$ cat src/rtl/dsc_pkg.sv
// constants, field layout and types of the instruction decoder
// assumes one 24-bit program word per clock from the fetch unit
// Summary of operation
// RQ1 - a single word is 24 bits: 8-bit opcode, operands below it.
// RQ2 - double words hold 48 bits; second word's top 8 bits zero, alone a nop.
// RQ3 - only three opcodes occupy two program words, all others one.
// RQ4 - every double-word instruction takes two cycles.
// RQ5 - single word takes one cycle, two if condition true or pc changes.
// RQ6 - jumps, indirect calls, table ops and returns take two or three cycles.
// RQ7 - taken skip costs two cycles, three when the skipped one is double.
// RQ8 - double-word moves take two cycles.
// RQ9 - register ops decode base source, second source and result destination.
// RQ10 - file ops decode an address and a destination: file or register 0.
// RQ11 - bit ops take the bit from a literal or from the base register.
// RQ12 - multiply-sum ops decode accumulator, pair, prefetches and write-back.
// RQ13 - other dsp ops decode accumulator, operand and shift amount.
// RQ14 - file addresses span zero to 0x1fff.
// RQ15 - accumulator write-back only to register 13 or its post-increment by two.
// RQ16 - ten-bit literal limited to 255 in byte mode, 1023 in word mode.
// RQ17 - the 23-bit program address literal has a zero lsb.
// RQ18 - five integer flags kept: carry, digit carry, negative, overflow, zero.
// RQ19 - per-accumulator overflow and saturate flags, updated by accumulator ops.
// RQ20 - size suffix selects byte, double word or word; word is the default.
// RQ21 - word bit ops use a 4-bit select for bits 0 to 15.
// RQ22 - a squashed cycle changes no register, memory or flag.
package dsc_pkg;
  localparam int WORD_W = 24;
  localparam int OPC_LSB = 16;
  localparam int REG_W = 4;
  localparam int MODE_W = 2;
  localparam int FILE_W = 13;
  localparam int LIT_W = 10;
  localparam int SHIFT_W = 6;
  localparam int PA_HI_W = 7;
  // operand field positions in the low 16 bits of a word
  localparam int F_SRC2 = 0;
  localparam int F_SRC2_MODE = 4;
  localparam int F_DEST = 6;
  localparam int F_DEST_MODE = 10;
  localparam int F_BASE = 12;
  localparam int F_FILE = 0;
  localparam int F_FILE_KEEP = 13;
  localparam int F_BITSEL = 12;
  localparam int F_LIT = 4;
  localparam int F_ACC = 15;
  localparam int F_SHIFT_REG = 14;
  localparam int F_SHIFT = 8;
  localparam int F_MUL = 12;
  localparam int F_XPF = 9;
  localparam int F_XDST = 7;
  localparam int F_YPF = 4;
  localparam int F_YDST = 2;
  localparam int F_WBACK = 0;
  localparam int F_PA_HI = 0;
  localparam logic [7:0] OPC_NOP = 8'h00;
  localparam logic [7:0] OPC_BRANCH = 8'h01;
  localparam logic [7:0] OPC_BRANCH_COND = 8'h02;
  localparam logic [7:0] OPC_CALL_IND = 8'h03;
  localparam logic [7:0] OPC_GOTO_IND = 8'h04;
  localparam logic [7:0] OPC_GOTO2 = 8'h05;
  localparam logic [7:0] OPC_CALL2 = 8'h06;
  localparam logic [7:0] OPC_LOOP2 = 8'h07;
  localparam logic [7:0] OPC_RETURN = 8'h08;
  localparam logic [7:0] OPC_INT_RETURN = 8'h09;
  localparam logic [7:0] OPC_TABLE_RD = 8'h0a;
  localparam logic [7:0] OPC_TABLE_WR = 8'h0b;
  localparam logic [7:0] OPC_SKIP = 8'h0c;
  localparam logic [7:0] OPC_MOVD = 8'h0d;
  localparam logic [7:0] OPC_REG3_LO = 8'h10;
  localparam logic [7:0] OPC_FILE_LO = 8'h40;
  localparam logic [7:0] OPC_BIT_LO = 8'h60;
  localparam logic [7:0] OPC_LIT_LO = 8'h80;
  localparam logic [7:0] OPC_MULSUM_LO = 8'ha0;
  localparam logic [7:0] OPC_DSP_LO = 8'hc0;
  localparam logic [7:0] OPC_DSP_HI = 8'hdf;
  localparam logic [7:0] W2_HI = 8'h00;
  localparam logic [12:0] FILE_MAX = 13'h1fff;
  localparam logic [9:0] LIT_BYTE_MAX = 10'h0ff;
  localparam logic [2:0] MUL_PAIR_MAX = 3'h5;
  localparam logic [1:0] WBACK_DIRECT = 2'h1;
  localparam logic [1:0] WBACK_POSTINC = 2'h2;
  localparam logic [1:0] WBACK_BAD = 2'h3;
  localparam logic [3:0] WBACK_REG = 4'hd;
  localparam logic [1:0] EXTRA_NONE = 2'h0;
  localparam logic [1:0] EXTRA_JUMP = 2'h1;
  localparam logic [1:0] EXTRA_RET = 2'h2;
  localparam logic [1:0] CYC_ONE = 2'h1;
  localparam logic [1:0] CYC_TWO = 2'h2;
  localparam logic [1:0] CYC_THREE = 2'h3;
  localparam int FLAG_CARRY = 0;
  localparam int FLAG_DIGIT_CARRY = 1;
  localparam int FLAG_NEG = 2;
  localparam int FLAG_OVERFLOW = 3;
  localparam int FLAG_ZERO = 4;
  localparam int FLAG_SUM_A_OVF = 0;
  localparam int FLAG_SUM_B_OVF = 1;
  localparam int FLAG_SUM_A_SAT = 2;
  localparam int FLAG_SUM_B_SAT = 3;
  localparam logic [4:0] INT_FLAGS_RST = 5'h00;
  localparam logic [3:0] ACC_FLAGS_RST = 4'h0;
  typedef enum logic [2:0] {
    CL_NOP, CL_REG3, CL_FILE, CL_BIT, CL_LIT, CL_MULSUM, CL_DSP, CL_CTRL
  } op_class_t;
  typedef enum logic [1:0] {SZ_WORD, SZ_BYTE, SZ_DWORD} size_t;
endpackage

$ cat src/rtl/dsc_status_flags.sv
// integer and accumulator status flags of the core
// assumes the datapath offers new flag values in the issue cycle
`timescale 1ns/1ps
module dsc_status_flags
  import dsc_pkg::*;
(
  input wire logic clk_in,
  input wire logic rst_n_in,
  input wire logic exec_en_in,
  input wire logic acc_class_in,
  input wire logic int_we_in,
  input wire logic [4:0] int_flags_in,
  input wire logic sticky_z_in,
  input wire logic acc_we_in,
  input wire logic [3:0] acc_flags_in,
  output logic [4:0] int_flags_out,
  output logic [3:0] acc_flags_out
);
  logic upd_int;
  logic upd_acc;
  logic [4:0] int_nxt;

  // squashed cycles never raise exec_en, so flags hold [RQ22]
  assign upd_int = exec_en_in && !acc_class_in && int_we_in; // [RQ19]
  assign upd_acc = exec_en_in && acc_class_in && acc_we_in; // [RQ19]

  // zero may only stay or fall in multi-precision chains
  always_comb begin
    int_nxt = int_flags_in;
    if (sticky_z_in) begin
      int_nxt[FLAG_ZERO] = int_flags_out[FLAG_ZERO] &&
                           int_flags_in[FLAG_ZERO]; // [RQ18]
    end
  end

  always_ff @(posedge clk_in or negedge rst_n_in) begin
    if (!rst_n_in) begin
      int_flags_out <= INT_FLAGS_RST;
    end else if (upd_int) begin
      int_flags_out <= int_nxt; // [RQ18]
    end
  end

  always_ff @(posedge clk_in or negedge rst_n_in) begin
    if (!rst_n_in) begin
      acc_flags_out <= ACC_FLAGS_RST;
    end else if (upd_acc) begin
      acc_flags_out <= acc_flags_in; // [RQ19]
    end
  end
endmodule

$ cat src/rtl/dsc_instruction_format_timing.sv
// instruction word decoder and cycle sequencer of the core
// assumes the fetch unit offers words with valid, taken on ready
`timescale 1ns/1ps
module dsc_instruction_format_timing
  import dsc_pkg::*;
(
  input wire logic sys_clk_in,
  input wire logic arst_n_in,
  input wire logic instr_valid_in,
  input wire logic [WORD_W-1:0] instr_in,
  input wire logic cond_true_in,
  input wire logic [15:0] base_val_in,
  input wire logic int_we_in,
  input wire logic [4:0] int_flags_in,
  input wire logic sticky_z_in,
  input wire logic acc_we_in,
  input wire logic [3:0] acc_flags_in,
  output logic fetch_ready_out,
  output logic issue_out,
  output logic nop_cycle_out,
  output logic illegal_out,
  output logic [1:0] cycles_out,
  output op_class_t op_class_out,
  output size_t size_out,
  output logic [3:0] base_source_reg_out,
  output logic [3:0] second_source_reg_out,
  output logic [1:0] second_source_mode_out,
  output logic [3:0] result_dest_reg_out,
  output logic [1:0] result_dest_mode_out,
  output logic [12:0] file_addr_out,
  output logic file_to_default_reg_out,
  output logic [3:0] bit_select_field_out,
  output logic [9:0] ten_bit_literal_out,
  output logic acc_b_out,
  output logic shift_by_reg_out,
  output logic [2:0] mul_pair_out,
  output logic [2:0] x_prefetch_out,
  output logic [1:0] x_dest_out,
  output logic [2:0] y_prefetch_out,
  output logic [1:0] y_dest_out,
  output logic sum_writeback_en_out,
  output logic sum_writeback_inc_out,
  output logic [3:0] sum_writeback_target_out,
  output logic [22:0] program_address_literal_out,
  output logic [4:0] int_flags_out,
  output logic [3:0] acc_flags_out
);
  typedef enum logic [1:0] {ST_RUN, ST_WORD2, ST_HOLD} state_t;

  logic [1:0] rst_sync_r;
  logic rst_n;
  state_t state_r;
  state_t state_nxt;
  logic [1:0] hold_r;
  logic skip_pend_r;
  logic squash2_r;
  logic [15:0] pa_lo_r;
  logic take;
  logic fresh;
  logic squash_take;
  logic word2_take;
  logic [7:0] opc;
  logic [15:0] ops;
  op_class_t cls;
  logic dword;
  logic byte_op;
  logic [1:0] extra;
  logic [1:0] wback;
  logic [9:0] ten_bit_literal;
  logic bad_fields;

  function automatic op_class_t class_of(input logic [7:0] o);
    if (o > OPC_DSP_HI) class_of = CL_NOP;
    else if (o >= OPC_DSP_LO) class_of = CL_DSP;
    else if (o >= OPC_MULSUM_LO) class_of = CL_MULSUM;
    else if (o >= OPC_LIT_LO) class_of = CL_LIT;
    else if (o >= OPC_BIT_LO) class_of = CL_BIT;
    else if (o >= OPC_FILE_LO) class_of = CL_FILE;
    else if (o >= OPC_REG3_LO) class_of = CL_REG3;
    else if (o > OPC_NOP && o <= OPC_MOVD) class_of = CL_CTRL;
    else class_of = CL_NOP;
  endfunction

  function automatic logic known(input logic [7:0] o);
    known = o <= OPC_DSP_HI && !(o > OPC_MOVD && o < OPC_REG3_LO);
  endfunction

  function automatic logic is_dword(input logic [7:0] o);
    is_dword = o == OPC_GOTO2 || o == OPC_CALL2 || o == OPC_LOOP2;
  endfunction

  // cycles beyond the first that the sequencer spends as nops
  function automatic logic [1:0] extra_of(input logic [7:0] o,
                                          input logic c);
    case (o)
      OPC_BRANCH, OPC_CALL_IND, OPC_GOTO_IND: extra_of = EXTRA_JUMP;
      OPC_TABLE_RD, OPC_TABLE_WR: extra_of = EXTRA_JUMP;
      OPC_MOVD: extra_of = EXTRA_JUMP;
      OPC_RETURN, OPC_INT_RETURN: extra_of = EXTRA_RET;
      OPC_BRANCH_COND: extra_of = c ? EXTRA_JUMP : EXTRA_NONE;
      default: extra_of = EXTRA_NONE;
    endcase
  endfunction

  function automatic logic [15:0] fld(input logic [15:0] w,
                                      input int lsb);
    fld = w >> lsb;
  endfunction

  always_ff @(posedge sys_clk_in or negedge arst_n_in) begin
    if (!arst_n_in) begin
      rst_sync_r <= 2'h0;
    end else begin
      rst_sync_r <= {rst_sync_r[0], 1'b1};
    end
  end
  assign rst_n = rst_sync_r[1];

  assign opc = instr_in[WORD_W-1:OPC_LSB]; // [RQ1]
  assign ops = instr_in[OPC_LSB-1:0];
  assign cls = class_of(opc);
  assign dword = is_dword(opc); // [RQ3]
  assign byte_op = opc[0] &&
                   (cls == CL_REG3 || cls == CL_FILE || cls == CL_LIT);
  assign extra = extra_of(opc, cond_true_in);
  assign take = instr_valid_in && fetch_ready_out;
  assign fresh = take && state_r == ST_RUN && !skip_pend_r;
  assign squash_take = take && state_r == ST_RUN && skip_pend_r;
  assign word2_take = take && state_r == ST_WORD2;
  assign wback = MODE_W'(fld(ops, F_WBACK));
  assign ten_bit_literal = LIT_W'(fld(ops, F_LIT));

  always_comb begin
    bad_fields = !known(opc);
    if (cls == CL_LIT && byte_op && ten_bit_literal > LIT_BYTE_MAX) begin
      bad_fields = 1'b1; // [RQ16]
    end
    if (cls == CL_MULSUM &&
        (wback == WBACK_BAD || 3'(fld(ops, F_MUL)) > MUL_PAIR_MAX)) begin
      bad_fields = 1'b1; // [RQ15]
    end
  end

  always_comb begin
    state_nxt = state_r;
    case (state_r)
      ST_RUN: begin
        if (take && dword) begin
          state_nxt = ST_WORD2; // [RQ4]
        end else if (fresh && extra != EXTRA_NONE) begin
          state_nxt = ST_HOLD; // [RQ5] [RQ6] [RQ8]
        end
      end
      ST_WORD2: begin
        if (take) begin
          state_nxt = ST_RUN;
        end
      end
      ST_HOLD: begin
        if (hold_r == EXTRA_JUMP) begin
          state_nxt = ST_RUN;
        end
      end
      default: state_nxt = ST_RUN;
    endcase
  end

  always_ff @(posedge sys_clk_in or negedge rst_n) begin
    if (!rst_n) begin
      state_r <= ST_RUN;
      hold_r <= EXTRA_NONE;
      skip_pend_r <= 1'b0;
      squash2_r <= 1'b0;
      fetch_ready_out <= 1'b0;
    end else begin
      state_r <= state_nxt;
      // stalling the fetch is what makes a hold cycle a nop
      fetch_ready_out <= state_nxt != ST_HOLD;
      if (fresh) begin
        hold_r <= extra;
      end else if (state_r == ST_HOLD) begin
        hold_r <= hold_r - EXTRA_JUMP;
      end
      if (take && state_r == ST_RUN) begin
        skip_pend_r <= fresh && opc == OPC_SKIP && cond_true_in; // [RQ7]
        squash2_r <= skip_pend_r && dword; // [RQ7]
      end
    end
  end

  always_ff @(posedge sys_clk_in or negedge rst_n) begin
    if (!rst_n) begin
      issue_out <= 1'b0;
      nop_cycle_out <= 1'b0;
      cycles_out <= CYC_ONE;
      illegal_out <= 1'b0;
    end else begin
      issue_out <= (fresh && !dword) || (word2_take && !squash2_r);
      nop_cycle_out <= state_r == ST_HOLD || squash_take ||
                       (word2_take && squash2_r); // [RQ22]
      if (fresh && !dword) begin
        cycles_out <= CYC_ONE + extra; // [RQ5] [RQ6]
      end else if (squash_take) begin
        cycles_out <= dword ? CYC_THREE : CYC_TWO; // [RQ7]
      end else if (word2_take && !squash2_r) begin
        cycles_out <= CYC_TWO; // [RQ4]
      end
      if (fresh) begin
        illegal_out <= bad_fields;
      end else if (word2_take) begin
        illegal_out <= illegal_out || opc != W2_HI || pa_lo_r[0]; // [RQ2]
      end
    end
  end

  // a lone second word has opcode zero and so decodes as a nop
  always_ff @(posedge sys_clk_in or negedge rst_n) begin
    if (!rst_n) begin
      op_class_out <= CL_NOP;
      size_out <= SZ_WORD;
      base_source_reg_out <= 4'h0;
      second_source_reg_out <= 4'h0;
      second_source_mode_out <= 2'h0;
      result_dest_reg_out <= 4'h0;
      result_dest_mode_out <= 2'h0;
      file_addr_out <= 13'h0000;
      file_to_default_reg_out <= 1'b0;
      bit_select_field_out <= 4'h0;
      ten_bit_literal_out <= 10'h000;
      acc_b_out <= 1'b0;
      shift_by_reg_out <= 1'b0;
    end else if (fresh) begin
      op_class_out <= cls; // [RQ2]
      if (opc == OPC_MOVD) begin
        size_out <= SZ_DWORD; // [RQ20]
      end else begin
        size_out <= byte_op ? SZ_BYTE : SZ_WORD; // [RQ20]
      end
      // dsp ops carry their shift register in the shift amount field
      base_source_reg_out <= cls == CL_DSP ? REG_W'(fld(ops, F_SHIFT))
                             : REG_W'(fld(ops, F_BASE)); // [RQ9] [RQ13]
      second_source_reg_out <= REG_W'(fld(ops, F_SRC2)); // [RQ9]
      second_source_mode_out <= MODE_W'(fld(ops, F_SRC2_MODE));
      result_dest_reg_out <= REG_W'(fld(ops, F_DEST)); // [RQ9]
      result_dest_mode_out <= MODE_W'(fld(ops, F_DEST_MODE));
      file_addr_out <= FILE_W'(fld(ops, F_FILE)) & FILE_MAX; // [RQ14]
      file_to_default_reg_out <= !ops[F_FILE_KEEP]; // [RQ10]
      // indirect select uses the low nibble of the base register
      bit_select_field_out <= cls == CL_BIT && opc[0] ? base_val_in[3:0]
                              : REG_W'(fld(ops, F_BITSEL)); // [RQ11] [RQ21]
      if (cls == CL_DSP) begin
        ten_bit_literal_out <= LIT_W'(SHIFT_W'(fld(ops, F_SHIFT)));
      end else begin
        ten_bit_literal_out <= byte_op ? (ten_bit_literal & LIT_BYTE_MAX)
                               : ten_bit_literal; // [RQ16]
      end
      acc_b_out <= ops[F_ACC]; // [RQ12] [RQ13]
      shift_by_reg_out <= cls == CL_DSP && ops[F_SHIFT_REG]; // [RQ13]
    end
  end

  always_ff @(posedge sys_clk_in or negedge rst_n) begin
    if (!rst_n) begin
      mul_pair_out <= 3'h0;
      x_prefetch_out <= 3'h0;
      x_dest_out <= 2'h0;
      y_prefetch_out <= 3'h0;
      y_dest_out <= 2'h0;
      sum_writeback_en_out <= 1'b0;
      sum_writeback_inc_out <= 1'b0;
      sum_writeback_target_out <= 4'h0;
    end else if (fresh) begin
      mul_pair_out <= 3'(fld(ops, F_MUL)); // [RQ12]
      x_prefetch_out <= 3'(fld(ops, F_XPF));
      x_dest_out <= 2'(fld(ops, F_XDST));
      y_prefetch_out <= 3'(fld(ops, F_YPF));
      y_dest_out <= 2'(fld(ops, F_YDST));
      sum_writeback_en_out <= cls == CL_MULSUM &&
        (wback == WBACK_DIRECT || wback == WBACK_POSTINC); // [RQ15]
      sum_writeback_inc_out <= wback == WBACK_POSTINC; // [RQ15]
      sum_writeback_target_out <= WBACK_REG; // [RQ15]
    end
  end

  always_ff @(posedge sys_clk_in or negedge rst_n) begin
    if (!rst_n) begin
      pa_lo_r <= 16'h0000;
      program_address_literal_out <= 23'h000000;
    end else if (fresh && dword) begin
      pa_lo_r <= ops;
    end else if (word2_take && !squash2_r) begin
      // odd addresses are flagged and forced even
      program_address_literal_out <= {PA_HI_W'(fld(ops, F_PA_HI)),
                                      pa_lo_r[15:1], 1'b0}; // [RQ17]
    end
  end

  dsc_status_flags u_flags (
    .clk_in(sys_clk_in),
    .rst_n_in(rst_n),
    .exec_en_in(issue_out),
    .acc_class_in(op_class_out == CL_MULSUM || op_class_out == CL_DSP),
    .int_we_in(int_we_in),
    .int_flags_in(int_flags_in),
    .sticky_z_in(sticky_z_in),
    .acc_we_in(acc_we_in),
    .acc_flags_in(acc_flags_in),
    .int_flags_out(int_flags_out),
    .acc_flags_out(acc_flags_out)
  );
endmodule

$ cat config.mk
export PLATFORM = sky130hd
export DESIGN_NAME = dsc_instruction_format_timing
export DESIGN_NICKNAME = d
export VERILOG_FILES = /design/src/rtl/dsc_pkg.sv /design/src/rtl/dsc_status_flags.sv /design/src/rtl/dsc_instruction_format_timing.sv
export SDC_FILE = /design/constraint.sdc
export NUM_CORES = 1
export LEC_CHECK = 0
export BUFFER_PORTS_ARGS = -buffer_cell sky130_fd_sc_hd__buf_2
export CAP_MARGIN = 10
export CORE_MARGIN = 10
export CORE_UTILIZATION = 45
export CTS_CLUSTER_DIAMETER = 120
export DETAILED_ROUTE_END_ITERATION = 7
export HOLD_SLACK_MARGIN = 0.15
export PLACE_DENSITY_LB_ADDON = 0.1
export SLEW_MARGIN = 20
export SYNTH_ARGS = -nofsm -noshare
export SYNTH_HDL_FRONTEND = slang
export SYNTH_SLANG_ARGS = --single-unit
$ cat constraint.sdc
create_clock -name sys_clk_in -period 2.8 [get_ports sys_clk_in]
set_input_delay 0.84 -clock sys_clk_in [delete_from_list [all_inputs] [get_ports sys_clk_in]]
set_output_delay 0.84 -clock sys_clk_in [all_outputs]
set_load 0.02 [all_outputs]
==> flow_metrics.tcl <==
set metrics [dict create \
    fin_worst_skew_ns 0.0103 \
    tightest_slew_margin_relative_to_the_limit 0.514 \
    synth.ff_latch_count 105 \
    global_route.usage.total 0.156 \
    count_of_endpoints_failing_setup_in_the_final_report 0 \
    syn_avg_cell_area_um2 11.0 \
    cts.root.buffer_cell "clkbuf_8" \
    vdd.ir_drop.worst_v 0.000467 \
    detail_route.wirelength_um 12000 \
    synth.lib_cells_used.distinct 52 \
    grt_pass1_wl_um 18700 \
    cts_repair_resize_count 0 \
    powerDensity_nw_per_um2 1000 \
    ys_dominant_reg_cell "dfrtp_1" \
    cts_tree "done" \
    detail_route.vias_per_cell 4.99 \
    dr_total_vias 3455 \
    worst-setup-path-type "in2reg" \
    achievable_clock_frequency_mhz 418 \
    cts_inserted_buffers 9 \
    place_congestion 0.781 \
    htree_num_levels 3 \
    syn2layout_area_growth_pct 20.2 \
    crit_fanout 2 \
    synth-warning-count 0 \
    core.rowCount 37 \
    cp_data_arrival_time_ns 2.61 \
    cts_sinks 105 \
    initial_antenna_violation_count 0 \
    drive_gt1_frac 0.421 \
    die_area_um2 14900 \
    cts.clk_slew.worst_paths_ns 0.10 \
    setup_slack_after_placement_ns 0.0497 \
    post_synth_instance_area_um2 4690 \
    post_cts_setup_buffer_count 0 \
    clock_insertion_delay_worst_skew_ns 0.34 \
    setup_repair_after_global_routing_missed_its_margin "false" \
    detail_route.first_pass.iterations 4 \
    hold_ws_ns 0.255 \
    synth.yosys.seq_area_share 0.560 \
    port_buffers 149 \
    number_of_enable_type_register_cells_in_the_synthesized_netlist 0 \
    final_net_count 612 \
    first_global_vias 3543 \
    clockBufferDepth 2 \
    holdBufCountCts 0 \
    antenna-diode-count 0 \
    totalNegativeSetupSlack_ns 0 \
    die_width_um 122 \
    grt.overflow.total 0 \
    detailed_placement_wirelength_estimate_um 8910 \
    effective_utilization_at_floorplan 0.459 \
    io_pins 164 \
    final_max_slew_viol_count 0 \
    finalHoldViolCount 0 \
    core_region_area_um2 10200 \
    drt.antenna.violating_nets 0 \
    pin_count_of_the_biggest_net_entering_global_routing 55 \
    asyncSetResetFlopFracSynth 1.00 \
    max_capacitance_violation_count 0 \
    finalCritPeriodShare 0.854 \
    status "complete, no violations" \
    synthesis.instances 428 \
    route.detailed.drc 0 \
    timing.critical_path.from_type "input port" \
    first_iter_violations 221 \
    required_time_of_the_critical_path_ns 3.02 \
    total_leakage_power_uw 0.00298 \
    layout.cells.most_common_list "buf_2 (149), dfrtp_1 (103), nand2_1 (95)" \
    timing.critical_path.to_type "register" \
    post-route-min-period_ns 2.39 \
    mostFrequentLayoutCell "buf_2" \
    dieHeight_um 122 \
    worst_slack_ns 0.409 \
    timing.hold.worst.class "in2async" \
    timing_worst_slew_pin_value_ns 0.729 \
    route.detailed.wl_per_inst_um 17.4 \
]
## power breakdown
part	switching (uW)	internal, uW	total, uW
combinational	1520	806	2330
sequential	310	1980	2290
clock	496	528	1020
## registers in the layout, indices dropped and copies added (netlist names), 2 cells and up
signal / flops
pa_lo_r: 16
file_addr_out: 4
u_flags.int_flags_out: 5
size_out: 2
state_r: 2
cycles_out: 2
second_source_reg_out: 3
u_flags.acc_flags_out: 4
op_class_out: 3
bit_select_field_out: 4
hold_r: 2
mul_pair_out: 3
base_source_reg_out: 4
rst_sync_r: 2
ten_bit_literal_out: 10
result_dest_reg_out: 3
program_address_literal_out: 22
## layer usage
| metal | up-vias | track usage | wire [um] |
|---|---|---|---|
| li1 | 1675 | - | - |
| met1 | 1668 | 0.210 | 5580 |
| met2 | 105 | 0.240 | 5390 |
| met3 | 7 | 0.0481 | 939 |
| met4 | 0 | 0.0405 | 93 |
| met5 | - | 0 | 0 |
## per-stage QoR
step                utilization  cell area (um^2)  power [uW]  instances
global placement          0.530              5420        4640        677
global route              0.551              5640        6020        692
CTS                       0.551              5640        5730        692
finish                    0.551              5640        5640        692
floorplan                     -              4700        3970        429
detailed placement        0.530              5420        4690        677
## worst max-delay path, stage by stage
cell and delay, ns:
buf_2 0.11, or4_4 0.53, or4b_1 0.55, ha_1 0.30, nor4_1 0.20, nor3_1 0.08
## cell families (layout without fill, tap and decap cells)
family,after synthesis,after routing,share of synthesized area
xor gates and xnor gates,2,2,0.00373
and+or+nand+nor,145,145,0.140
other,2,3,0.00160
DFF,105,105,0.560
adders and majority gates,5,5,0.0128
buffers and inverters,59,186,0.0744
AOI/OAI and AO/OA,60,60,0.0808
muxes,50,50,0.126
## Yosys cell counts, types with 5 or more instances
cell	n	area (um^2)
inv_1	8	30.0
nand2_1	95	357
buf_4	27	203
a21oi_1	10	50.1
mux2_4	9	135
clkbuf_1	18	67.6
nor2_1	15	56.3
dfrtp_1	104	2600
mux2_2	37	417
nand2b_1	6	37.5
o21ai_0	23	115
nand3_1	5	25.0
a31oi_1	9	56.3
## layout make-up
class                           instances  area (um^2)
Inverter                                8         30.0
Multi-Input combinational cell        265         1730
Tap cell                              136          170
Timing Repair Buffer                  163          863
Fill cell                             924         4590
Clock buffer                           11          141
Sequential cell                       105         2630
Clock inverter                          4         76.3
## path summary, 6_finish.rpt
path	startpoint	end	slack [ns]	cells past startpoint
setup / recovery	instr_in[22]	cycles_out[1]	0.41	6
min in group sys_clk_in	rst_sync_r[0]	rst_sync_r[1]	0.36	0
setup reg to reg	state_r[0]	ten_bit_literal_out[9]	0.86	4
hold reg to reg	rst_sync_r[0]	rst_sync_r[1]	0.36	0
max in group asynchronous	rst_sync_r[1]	second_source_reg_out[0]	1.66	1
hold / removal	arst_n_in	rst_sync_r[1]	0.25	1
No activity file was read; power rests on OpenSTA's default activity.
